===== config.mk =====
export PLATFORM = sky130hd
export DESIGN_NAME = cmpev_top
export DESIGN_NICKNAME = d
export VERILOG_FILES = /design/src/rtl/cmpev_pkg.sv /design/src/rtl/cmpev_top.sv
export SDC_FILE = /design/constraint.sdc
export NUM_CORES = 1
export LEC_CHECK = 0
export BUFFER_PORTS_ARGS = -buffer_cell sky130_fd_sc_hd__clkbuf_2
export CAP_MARGIN = 20
export CORE_MARGIN = 10
export CORE_UTILIZATION = 45
export CTS_CLUSTER_DIAMETER = 80
export DETAILED_ROUTE_END_ITERATION = 6
export GPL_ROUTABILITY_DRIVEN = 0
export PLACE_DENSITY_LB_ADDON = 0.05
export RECOVER_POWER = 25
export SYNTH_ARGS = -nofsm -noshare
export SYNTH_HDL_FRONTEND = slang
export SYNTH_SLANG_ARGS = --single-unit
export TNS_END_PERCENT = 5

===== constraint.sdc =====
create_clock -name sys_clk -period 4.6 [get_ports sys_clk]
set_input_delay 0.69 -clock sys_clk [delete_from_list [all_inputs] [get_ports sys_clk]]
set_output_delay 0.69 -clock sys_clk [all_outputs]
set_load 0.005 [all_outputs]

===== src/rtl/cmpev_pkg.sv =====
// package: register map, field layout and mode codes for the comparator event block
`default_nettype none
package cmpev_pkg;
    localparam logic [7:0] ADDR_CTRL_A  = 8'h97;
    localparam logic [7:0] ADDR_CTRL_B  = 8'h9F;
    localparam logic [7:0] ADDR_SRC_SEL = 8'hAF;
    localparam logic [7:0] ADDR_STATUS  = 8'hB0;
    localparam logic [7:0] RST_CTRL_A   = 8'h00;
    localparam logic [7:0] RST_CTRL_B   = 8'hC0;
    localparam logic [7:0] RST_SRC_SEL  = 8'h00;
    localparam int         POS_SEL_LSB  = 6;
    localparam int         CONNECT_BIT  = 5;
    localparam int         FLAG_BIT     = 4;
    localparam int         ENABLE_BIT   = 3;
    localparam int         SRC_A_LSB    = 2;
    localparam int         SRC_B_LSB    = 6;
    localparam int         IE_CMP_BIT   = 6;
    localparam int         DEB_OVF_CNT  = 2;
    localparam int         FILT_SAMPLES = 4;
    localparam logic [1:0] SRC_SYSCLK   = 2'h0;
    localparam logic [1:0] SRC_TMR0     = 2'h1;
    localparam logic [1:0] SRC_TMR1     = 2'h2;
    localparam logic [1:0] SRC_TMR2     = 2'h3;
    localparam logic [2:0] MODE_LOW     = 3'h0;
    localparam logic [2:0] MODE_RISE    = 3'h1;
    localparam logic [2:0] MODE_TOG_DB  = 3'h2;
    localparam logic [2:0] MODE_RISE_DB = 3'h3;
    localparam logic [2:0] MODE_FALL    = 3'h4;
    localparam logic [2:0] MODE_TOG     = 3'h5;
    localparam logic [2:0] MODE_FALL_DB = 3'h6;
    localparam logic [2:0] MODE_HIGH    = 3'h7;

    typedef struct packed {
        logic [1:0] pos_sel;
        logic       connect;
        logic       flag;
        logic       enable;
        logic [2:0] mode;
    } cmpev_ctrl_type;

    typedef struct packed {
        logic [7:0] addr;
        logic [7:0] wdata;
        logic       wr;
        logic       rd;
    } cmpev_bus_type;
endpackage
`default_nettype wire


===== src/rtl/cmpev_top.sv =====
// comparator event detection, debounce and control/status registers
//
// Notes on behaviour
// - with system-clock source, sample each comparator output every cycle
// - debounce modes with system-clock source time resampling from timer 1 overflows
// - after a relevant transition, wait two timer 1 overflows before resampling
// - set flag if delayed sample matches expected level, else drop event
// - debounced flag rises one to two timer 1 periods after the edge
// - with timer source, a change counts as edge after 4 equal samples
// - connect bit one attaches analog pins, zero detaches them
// - flag set when mode condition met, stays until software clears it
// - interrupt request gated by bit 6 of interrupt-enable register
// - enable low forces comparator output low and blocks new flag sets
// - enable high puts the four shared analog pins in input-only mode
// - modes 000 low, 001 rise, 100 fall, 101 toggle, 111 high
// - modes 010 toggle, 011 rise, 110 fall, all debounced
// - debounce modes rely on timer 1 running; software keeps it running
// - control A: select 7:6, connect 5, flag 4, enable 3, mode 2:0, reset 00
// - control B same layout, reset C0; not bit addressable
// - per-comparator source select: system clock or timer 0/1/2 overflow
// - comparator output one when positive input exceeds negative
// - both comparators drive one shared interrupt request
`default_nettype none
module cmpev_top (
    input  wire logic       sys_clk,
    input  wire logic       rstn,
    input  wire logic       clk_en,
    input  wire logic [7:0] reg_addr,
    input  wire logic [7:0] reg_wdata,
    input  wire logic       reg_wr,
    input  wire logic       reg_rd,
    output logic      [7:0] reg_rdata,
    input  wire logic [1:0] cmp_raw,
    input  wire logic       tmr0_ovf,
    input  wire logic       tmr1_ovf,
    input  wire logic       tmr2_ovf,
    input  wire logic       interrupt_enable_register_bit,
    output logic            cmp_irq,
    output logic      [1:0] cmp_out,
    output logic      [1:0] input_connect,
    output logic      [3:0] positive_select,
    output logic            pins_input_only
);
    //////////////////////////////////////////////////////////////////////////
    // register bus and control registers
    cmpev_pkg::cmpev_bus_type  bus;
    cmpev_pkg::cmpev_ctrl_type ctrl_r [2];
    logic [7:0]                src_sel_r;
    logic [1:0]                flag_set;
    logic [1:0]                mode_wr;
    logic [1:0]                ctrl_wr;

    assign bus = '{addr: reg_addr, wdata: reg_wdata, wr: reg_wr, rd: reg_rd};
    assign ctrl_wr[0] = bus.wr && bus.addr == cmpev_pkg::ADDR_CTRL_A;
    assign ctrl_wr[1] = bus.wr && bus.addr == cmpev_pkg::ADDR_CTRL_B;

    always_ff @(posedge sys_clk or negedge rstn) begin
        if (!rstn) begin
            ctrl_r[0] <= cmpev_pkg::RST_CTRL_A;
            ctrl_r[1] <= cmpev_pkg::RST_CTRL_B;
        end else if (clk_en) begin
            for (int i = 0; i < 2; i++) begin
                if (ctrl_wr[i]) begin
                    ctrl_r[i] <= bus.wdata;
                end
                // hardware set wins over a software clear in the same cycle
                if (flag_set[i]) begin
                    ctrl_r[i].flag <= 1'b1;
                end
            end
        end
    end

    always_ff @(posedge sys_clk or negedge rstn) begin
        if (!rstn) begin
            src_sel_r <= cmpev_pkg::RST_SRC_SEL;
        end else if (clk_en && bus.wr && bus.addr == cmpev_pkg::ADDR_SRC_SEL) begin
            src_sel_r <= bus.wdata;
        end
    end

    always_ff @(posedge sys_clk or negedge rstn) begin
        if (!rstn) begin
            reg_rdata <= 8'h00;
        end else if (clk_en) begin
            if (bus.rd) begin
                unique case (bus.addr)
                    cmpev_pkg::ADDR_CTRL_A:  reg_rdata <= ctrl_r[0];
                    cmpev_pkg::ADDR_CTRL_B:  reg_rdata <= ctrl_r[1];
                    cmpev_pkg::ADDR_SRC_SEL: reg_rdata <= src_sel_r;
                    cmpev_pkg::ADDR_STATUS:  reg_rdata <= {6'h00, cmp_out};
                    default:                 reg_rdata <= 8'h00;
                endcase
            end else begin
                reg_rdata <= 8'h00;
            end
        end
    end

    //////////////////////////////////////////////////////////////////////////
    // per-comparator event logic
    for (genvar g = 0; g < 2; g++) begin : g_cmp
        typedef enum logic [1:0] {
            DB_IDLE,
            DB_WAIT
        } cmpev_db_type;

        logic [1:0]   src;
        logic         sample_en;
        logic         out_lvl;
        logic         smp_r;
        logic         prev_r;
        logic [2:0]   stab_cnt_r;
        logic         rise;
        logic         fall;
        logic         debounced;
        logic         cond;
        cmpev_db_type db_state_r;
        logic [1:0]   ovf_cnt_r;
        logic         expect_r;

        assign src = (g == 0) ? src_sel_r[cmpev_pkg::SRC_A_LSB +: 2]
                              : src_sel_r[cmpev_pkg::SRC_B_LSB +: 2];
        assign mode_wr[g] = ctrl_wr[g] && bus.wdata[2:0] != ctrl_r[g].mode;
        assign out_lvl = ctrl_r[g].enable & cmp_raw[g];
        assign cmp_out[g] = smp_r;

        always_comb begin
            unique case (src)
                cmpev_pkg::SRC_SYSCLK: sample_en = 1'b1;
                cmpev_pkg::SRC_TMR0:   sample_en = tmr0_ovf;
                cmpev_pkg::SRC_TMR1:   sample_en = tmr1_ovf;
                cmpev_pkg::SRC_TMR2:   sample_en = tmr2_ovf;
            endcase
        end

        always_ff @(posedge sys_clk or negedge rstn) begin
            if (!rstn) begin
                smp_r <= 1'b0;
            end else if (clk_en && sample_en) begin
                smp_r <= out_lvl;
            end
        end

        // timer sources: accepted level changes only after four equal samples
        always_ff @(posedge sys_clk or negedge rstn) begin
            if (!rstn) begin
                prev_r     <= 1'b0;
                stab_cnt_r <= 3'h0;
            end else if (clk_en) begin
                if (src == cmpev_pkg::SRC_SYSCLK) begin
                    prev_r     <= smp_r;
                    stab_cnt_r <= 3'h0;
                end else if (sample_en) begin
                    if (out_lvl == prev_r) begin
                        stab_cnt_r <= 3'h0;
                    end else if (stab_cnt_r == 3'(cmpev_pkg::FILT_SAMPLES - 1)) begin
                        prev_r     <= out_lvl;
                        stab_cnt_r <= 3'h0;
                    end else begin
                        stab_cnt_r <= stab_cnt_r + 3'h1;
                    end
                end
            end
        end

        assign rise = (src == cmpev_pkg::SRC_SYSCLK) ? (smp_r & ~prev_r)
                    : (sample_en && out_lvl && !prev_r
                       && stab_cnt_r == 3'(cmpev_pkg::FILT_SAMPLES - 1));
        assign fall = (src == cmpev_pkg::SRC_SYSCLK) ? (~smp_r & prev_r)
                    : (sample_en && !out_lvl && prev_r
                       && stab_cnt_r == 3'(cmpev_pkg::FILT_SAMPLES - 1));
        assign debounced = ctrl_r[g].mode == cmpev_pkg::MODE_TOG_DB
                        || ctrl_r[g].mode == cmpev_pkg::MODE_RISE_DB
                        || ctrl_r[g].mode == cmpev_pkg::MODE_FALL_DB;

        always_comb begin
            unique case (ctrl_r[g].mode)
                cmpev_pkg::MODE_LOW:  cond = sample_en & ~smp_r;
                cmpev_pkg::MODE_RISE: cond = rise;
                cmpev_pkg::MODE_FALL: cond = fall;
                cmpev_pkg::MODE_TOG:  cond = rise | fall;
                cmpev_pkg::MODE_HIGH: cond = sample_en & smp_r;
                default:              cond = 1'b0;
            endcase
        end

        // debounce: wait two timer 1 overflows, then compare with expected level
        always_ff @(posedge sys_clk or negedge rstn) begin
            if (!rstn) begin
                db_state_r <= DB_IDLE;
                ovf_cnt_r  <= 2'h0;
                expect_r   <= 1'b0;
            end else if (clk_en) begin
                if (!ctrl_r[g].enable || mode_wr[g]) begin
                    db_state_r <= DB_IDLE;
                    ovf_cnt_r  <= 2'h0;
                end else begin
                    unique case (db_state_r)
                        DB_IDLE: begin
                            if ((ctrl_r[g].mode == cmpev_pkg::MODE_RISE_DB && rise)
                                || (ctrl_r[g].mode == cmpev_pkg::MODE_FALL_DB && fall)
                                || (ctrl_r[g].mode == cmpev_pkg::MODE_TOG_DB && (rise | fall))) begin
                                db_state_r <= DB_WAIT;
                                ovf_cnt_r  <= 2'h0;
                                expect_r   <= rise;
                            end
                        end
                        DB_WAIT: begin
                            if (tmr1_ovf) begin
                                if (ovf_cnt_r == 2'(cmpev_pkg::DEB_OVF_CNT - 1)) begin
                                    db_state_r <= DB_IDLE;
                                end else begin
                                    ovf_cnt_r <= ovf_cnt_r + 2'h1;
                                end
                            end
                        end
                    endcase
                end
            end
        end

        assign flag_set[g] = ctrl_r[g].enable && (debounced
            ? (db_state_r == DB_WAIT && tmr1_ovf && !mode_wr[g]
               && ovf_cnt_r == 2'(cmpev_pkg::DEB_OVF_CNT - 1) && out_lvl == expect_r)
            : cond);
    end

    //////////////////////////////////////////////////////////////////////////
    // pins and shared interrupt
    assign input_connect   = {ctrl_r[1].connect, ctrl_r[0].connect};
    assign positive_select = {ctrl_r[1].pos_sel, ctrl_r[0].pos_sel};
    assign pins_input_only = ctrl_r[0].enable | ctrl_r[1].enable;
    assign cmp_irq = interrupt_enable_register_bit
                   & (ctrl_r[0].flag | ctrl_r[1].flag);
endmodule
`default_nettype wire


==> results of run 1 <==
final cells by class:
| class | count | area, um^2 | area share [%] |
|---|---|---|---|
| clock inverters | 1 | 30.03 | 0.8853 |
| inverters | 13 | 48.80 | 1.439 |
| repair buffers | 45 | 227.7 | 6.713 |
| clock buffers | 7 | 76.32 | 2.250 |
| multi-input cells | 233 | 1655 | 48.80 |
| well taps | 80 | 100.1 | 2.951 |
| flip-flops and latches | 50 | 1254 | 36.96 |
sequential cells by signal (all words and copies together), names as in the netlist:
| register | flops |
|---|---|
| g_cmp.stab_cnt_r | 6 |
| g_cmp.smp_r | 2 |
| ctrl_r | 10 |
| g_cmp.ovf_cnt_r | 4 |
| g_cmp.prev_r | 2 |
| g_cmp.expect_r | 2 |
| positive_select | 4 |
| src_sel_r | 8 |
| reg_rdata | 8 |
| input_connect | 2 |
| g_cmp.db_state_r | 2 |
critical path, stage by stage:
cell and delay, ns:
clkbuf_2 0.13, and4bb_1 0.53, and2_4 0.24, nand3_1 0.38
mux2_2 0.44
metal layers:
layer	wire (um)	up-vias	global-route usage, %
li1	-	1233	-
met1	3400	1238	19.31
met2	3679	69	23.79
met3	360	2	3.016
met4	41	0	2.888
met5	0	-	0
Yosys cell counts (3+ instances only):
| cell | count | area, um^2 |
|---|---|---|
| nor4_1 | 4 | 25.02 |
| a32oi_1 | 4 | 35.03 |
| o21ai_0 | 19 | 95.09 |
| nand3_1 | 6 | 30.03 |
| mux2i_1 | 3 | 30.03 |
| inv_1 | 13 | 48.80 |
| o31ai_1 | 3 | 22.52 |
| o21a_1 | 5 | 37.54 |
| dfrtp_1 | 48 | 1201 |
| a31o_2 | 9 | 78.83 |
| nand4_1 | 4 | 25.02 |
| a22oi_1 | 8 | 60.06 |
| and3b_1 | 3 | 26.28 |
| buf_4 | 9 | 67.56 |
| and2_1 | 3 | 18.77 |
| clkbuf_1 | 8 | 30.03 |
| ha_1 | 4 | 50.05 |
| xor2_1 | 8 | 70.07 |
| a21oi_1 | 8 | 40.04 |
| nand2_1 | 37 | 138.9 |
| nor2_1 | 11 | 41.29 |
| nor2b_1 | 12 | 75.07 |
| o22ai_1 | 4 | 25.02 |
| nor3_1 | 4 | 20.02 |
| o21ai_1 | 3 | 15.01 |
| buf_2 | 4 | 20.02 |
| mux2_2 | 23 | 259.0 |
| a21o_1 | 3 | 22.52 |
power by group:
group / leakage (nW) / total, W / switching, W / internal [W]
Combinational: 0.820 / 0.0000889 / 0.0000526 / 0.0000363
Clock: 0.0524 / 0.000307 / 0.000144 / 0.000163
Sequential: 0.687 / 0.000466 / 0.0000157 / 0.000450
worst max-delay path by stage:
| stage | cells past startpoint | slack [ns] | startpoint | to |
|---|---|---|---|---|
| 3_5_place_dp | 5 | 2.09 | reg_addr[5] | ctrl_r[9] |
| 4_1_cts | 5 | 2.39 | reg_addr[5] | ctrl_r[9] |
| 6_report | 5 | 2.37 | reg_addr[5] | ctrl_r[9] |
| 3_3_place_gp | 5 | 2.10 | reg_addr[5] | input_connect[0] |
| 5_1_grt | 5 | 2.28 | reg_addr[5] | ctrl_r[9] |
| 2_1_floorplan | 5 | 2.56 | reg_wdata[0] | g_cmp[1].expect_r |
logic make-up after synthesis:
family | after synthesis | share of synthesized area (%)
adder cells (fa/ha/maj) | 4 | 1.610
AO/OA/AOI/OAI | 86 | 20.17
AND/OR/NAND/NOR | 106 | 18.88
XOR/XNOR | 10 | 2.818
buffers and inverters | 38 | 6.401
multiplexers | 27 | 9.783
flip-flops | 50 | 40.34
through the flow:
stage / total power, W / cell area (um^2) / hold slack, ns / util [%] / instances
2_1_floorplan: 0.0005222 / 3108 / 0.3944 / - / 321
3_3_place_gp: 0.0005638 / 3286 / 0.4655 / 48.63 / 421
3_5_place_dp: 0.0005647 / 3286 / 0.4812 / 48.63 / 421
4_1_cts: 0.0008750 / 3392 / 0.5030 / 50.20 / 429
5_1_grt: 0.0009069 / 3392 / 0.5257 / 50.20 / 429
6_report: 0.0008620 / 3392 / 0.4885 / 50.20 / 429
==> summary.txt, run 1 <==
status = complete, no violations
Tmin final = 2.231 ns
critical-path maximum fanout = 11
Congestion Overflow GR = 0
Worst Tran Pin Value = 0.7383 ns
most frequent cells in the layout = 48 x dfrtp_1, 44 x clkbuf_2, 37 x nand2_1, 23 x mux2_2, 19 x o21ai_0
post-CTS sizing = 0
die height = 103.1 um
Post-Syn Instances = 321
Diodes inserted = 0
Synth-to-Final Area Change = 9.138%
Final nets = 379
largest net degree at the start of global routing = 51
reg-to-reg critical path startpoint = ctrl_r[0]
H-tree Lvls = 2
Req. time, crit path = 4.78 ns
I/O pin cnt = 45
global-route wire length before repair = 12,220 um
Yosys reg bits = 50
GRT Overall Usage = 14.52%
core outline area = 6756 um^2
maximum buffer depth of the clock tree = 2
CTS tree = yes
Clock Sinks = 50
Fin Setup TNS = 0 ns
synthesized cell area = 3108 um^2
Max VDD drop = 0.1486 mV
Initial DRC Count = 181
Initial Utilization = 46.00%
number of nets still failing antenna checks after routing = 0
Worst Reg-to-Reg Cells = 5
flop2flop setup slack = 2.61 ns
Post-CTS Setup Inserts = 0
Fmax = 448.2 MHz
CTS buffer count = 5
Worst Skew = 0.007145 ns
DRC viols = 0
# fillers = 655
vias in the first global route = 2,466
final worst slack = 2.369 ns
Post-synth EDFFs = 0
share of layout cells above drive strength 1 = 27.79%
Worst Hold Class = in -> async
num rows = 30
Final HPWL DP = 5507 um
routed wire length per instance = 17.44 um
DRT Pass-1 Iters = 5
Mapped Avg Cell Area = 9.682 um^2
sequential-to-total area share from yosys stat = 40.34%
Ys Warns = 0
synth unique cells = 68
CP arrival = 2.42 ns
critical path capture point type = flip-flop
PortBufs = 44
die area = 10,630 um^2
crit start category = input port
chip width = 103.1 um
ys flop type = dfrtp_1
worst-skew pair later-pin latency = 0.30 ns
Syn Nets = 352
clk root buf = clkbuf_8
Relative slew margins = 50.78%
max-cap violations = 0
commonest non-fill, non-tap cell in the layout = dfrtp_1
Place WS = 2.091 ns
CTS hold repair buffers = 0
vias per inst = 5.925
RSZ-0062 raised after global routing = false
Reg2Reg Capture Point = g_cmp[1].expect_r
Final Hold Fails = 0
Crit Path Category = in -> reg
initial antenna violation count = 0
Setup Viol. Count Final = 0
Final period util = 48.50%
clock slew at reported path FFs = 0.09 ns
Pins Over Slew Limit = 0
leakage = 1.560 nW
Synth async-reset ratio = 100.0%
Power per Cell Area = 254.1 nW/um^2
Total Wirelength = 7482 um
Vias = 2,542
Power figures use the tool's default switching activity.
==> inputs of run 2 (changes only) <==
Settings changed: ABC_AREA from default to 1.
Clock period 4.6 ns to 1.9 ns, I/O delays scaled along.
==> run 2 against run 1 <==
Synthesized cell count up 29%. First-iteration DRC count shrank 27%. Critical endpoint is now g_cmp[0].ovf_cnt_r[0]. Count of clock-buffer cells in the layout decreased by 1. Largest power group unchanged. Via count grew 7.6%. Cell area rose by 2.1%.
==> summary.txt, run 2 <==
Pins Over Slew Limit = 0
Area contributors post-synth = dfrtp_1 39%, nand2_1 14%, inv_1 5.6%
vias per inst = 5.091
Fmax = 605.1 MHz
Diodes inserted = 0
Final nets = 487
status = complete, no violations
Congestion Overflow GR = 0
Post-Syn Instances = 413
Psw = 0.0005739 W
Commonest cells post-synth = 117 x nand2_1, 48 x dfrtp_1, 46 x inv_1
RSZ-0062 raised after global routing = false
Finished Cell Area = 3462 um^2
top flop regs = ctrl_r (10), reg_rdata (8), src_sel_r (8)
critical path capture point type = flip-flop
GRT Overall Usage = 15.58%
Final Hold Fails = 0
CTS tree = yes
Largest stage delay, worst path = 0.38 ns
Yosys top cell by area = dfrtp_1
initial antenna violation count = 0
most frequent cells in the layout = 117 x nand2_1, 48 x dfrtp_1, 46 x inv_1, 45 x clkbuf_2, 32 x o21ai_0
DRC viols = 0
Synth-to-Final Area Change = 12.12%
Buf/Inv on CP = 1
Clk pwr share = 32.8%
commonest non-fill, non-tap cell in the layout = nand2_1
Power per Cell Area = 596.9 nW/um^2
Post-CTS Setup Inserts = 0
die area = 10,580 um^2
cells along the critical path = ha_1, inv_1, nor2_1, nand2_1, nor2_1, nand2_1, nand2_1, nand3_1, nand2_2, nand2_1, nand2_2, nand2_2, nand2_1, nand2_1
core outline area = 6719 um^2
Synth top area share = 38.90%
Pint = 0.001493 W
synth unique cells = 38
largest register by flop count = ctrl_r
most frequent CP cell = nand2_1
final non-filler cell total = 537
sequential-to-total area share from yosys stat = 40.60%
Req. time, crit path = 2.11 ns
maximum buffer depth of the clock tree = 2
critical-path maximum fanout = 3
Worst Tran Pin Value = 1.246 ns
Synth async-reset ratio = 100.0%
H-tree Lvls = 2
utilization after layout = 51.53%
largest net degree at the start of global routing = 51
post-CTS sizing = 0
CP arrival = 1.86 ns
Worst Hold Class = in -> reg
Tmin final = 1.653 ns
ys flop type = dfrtp_1
max FFs per register = 10
total placed cells including tap cells = 528
Clock Sinks = 50
CP max-delay cell = dfrtp_1
worst-skew pair later-pin latency = 0.31 ns
Yosys reg bits = 50
Vias = 2,734
DRT Pass-1 Iters = 4
Mapped Avg Cell Area = 7.477 um^2
routed wire length per instance = 14.25 um
largest delay contributor family on the critical path = simple AND/OR/NAND/NOR gates
chip width = 102.8 um
synthesized cell area = 3088 um^2
crit start category = flip-flop
die height = 102.8 um
Placed Area = 3367 um^2
vias in the first global route = 2,646
clk root buf = clkbuf_8
Initial Utilization = 45.96%
flop2flop setup slack = 0.25 ns
Relative slew margins = 16.93%
PortBufs = 44
Syn Nets = 444
number of nets still failing antenna checks after routing = 0
count leader, synth = nand2_1
Initial DRC Count = 133
CTS buffer count = 5
share of layout cells above drive strength 1 = 22.32%
num rows = 30
sequential power share = 54.9%
Ys Warns = 0
Fin Setup TNS = 0 ns
Final period util = 86.98%
clock slew at reported path FFs = 0.10 ns
max-cap violations = 0
global-route wire length before repair = 12,990 um
leakage = 1.794 nW
Setup Viol. Count Final = 0
Final HPWL DP = 6037 um
Post-synth EDFFs = 0
Design Power = 0.002067 W
switch share = 27.77%
Crit Path Category = reg -> reg
Total Wirelength = 7654 um
Worst Skew = 0.006756 ns
Max VDD drop = 0.3167 mV
I/O pin cnt = 45
combinational share of power = 12.4%
run 2: worst register-to-register path: cells and delay by family (launching register included):
family	cells	cell delay, ns
adders and majority gates	1	0.15
buffers and inverters	1	0.05
DFF	1	0.38
and+or+nand+nor	12	0.99
run 2: worst paths after layout:
check,startpoint,to,depth (start not counted)
setup / recovery,g_cmp[0].stab_cnt_r[0],g_cmp[0].ovf_cnt_r[0],14
hold reg to reg,g_cmp[1].ovf_cnt_r[1],g_cmp[1].ovf_cnt_r[1],2
min in group asynchronous,rstn,reg_rdata[0],3
hold / removal,reg_wdata[6],positive_select[2],3
setup reg to reg,g_cmp[0].stab_cnt_r[0],g_cmp[0].ovf_cnt_r[0],14
max in group asynchronous,rstn,g_cmp[0].stab_cnt_r[0],3
run 2: metrics by stage:
stage	worst slack [ns]	hold slack, ns
global route	0.02435	0.2231
floorplan	0.4331	-0.01059
CTS	0.2523	0.2122
detailed placement	0.1462	0.3021
finish	0.2473	0.2169
global placement	0.1635	0.3077
run 2: repair_timing:
action                     CTS  global route
hold endpoints to repair    48             0
setup endpoints to repair    0             0
hold buffers                 1             0
run 2: final cells by class:
type                       count  area (um^2)
sequential                    50         1254
clock buffer                   6        82.58
inverter                      54        202.7
fill                         689         3257
clock inverter                 2        17.52
tap                           80        100.1
multi-input combinational    295         1540
timing repair buffer          50        265.3
run 2: per-layer routing:
metal	share of wire [%]	GRT usage [%]	up-vias
li1	-	-	1408
met1	49	20.86	1272
met2	47	25.17	48
met3	3.3	2.815	6
met4	1.3	4.278	0
met5	0	0	-
run 2: kinds of logic (layout without fill, tap and decap cells):
family	after synthesis	after routing	synth area share, %
fa+ha+maj	4	4	1.621
mux	2	2	0.6888
buf+inv	68	112	9.522
compound gates	67	67	12.44
flops	50	50	40.60
xor+xnor	7	7	1.985
simple gates	215	215	33.14
run 2: power by group through the flow:
stage	logic, W	clock network, W	registers, W
final	0.000255	0.000678	0.00113
after global routing	0.000295	0.000744	0.00114
after CTS	0.000264	0.000704	0.00113
after detailed placement	0.000262	0	0.00115
after global placement	0.000260	0	0.00115
after floorplan	0.000160	0	0.00114
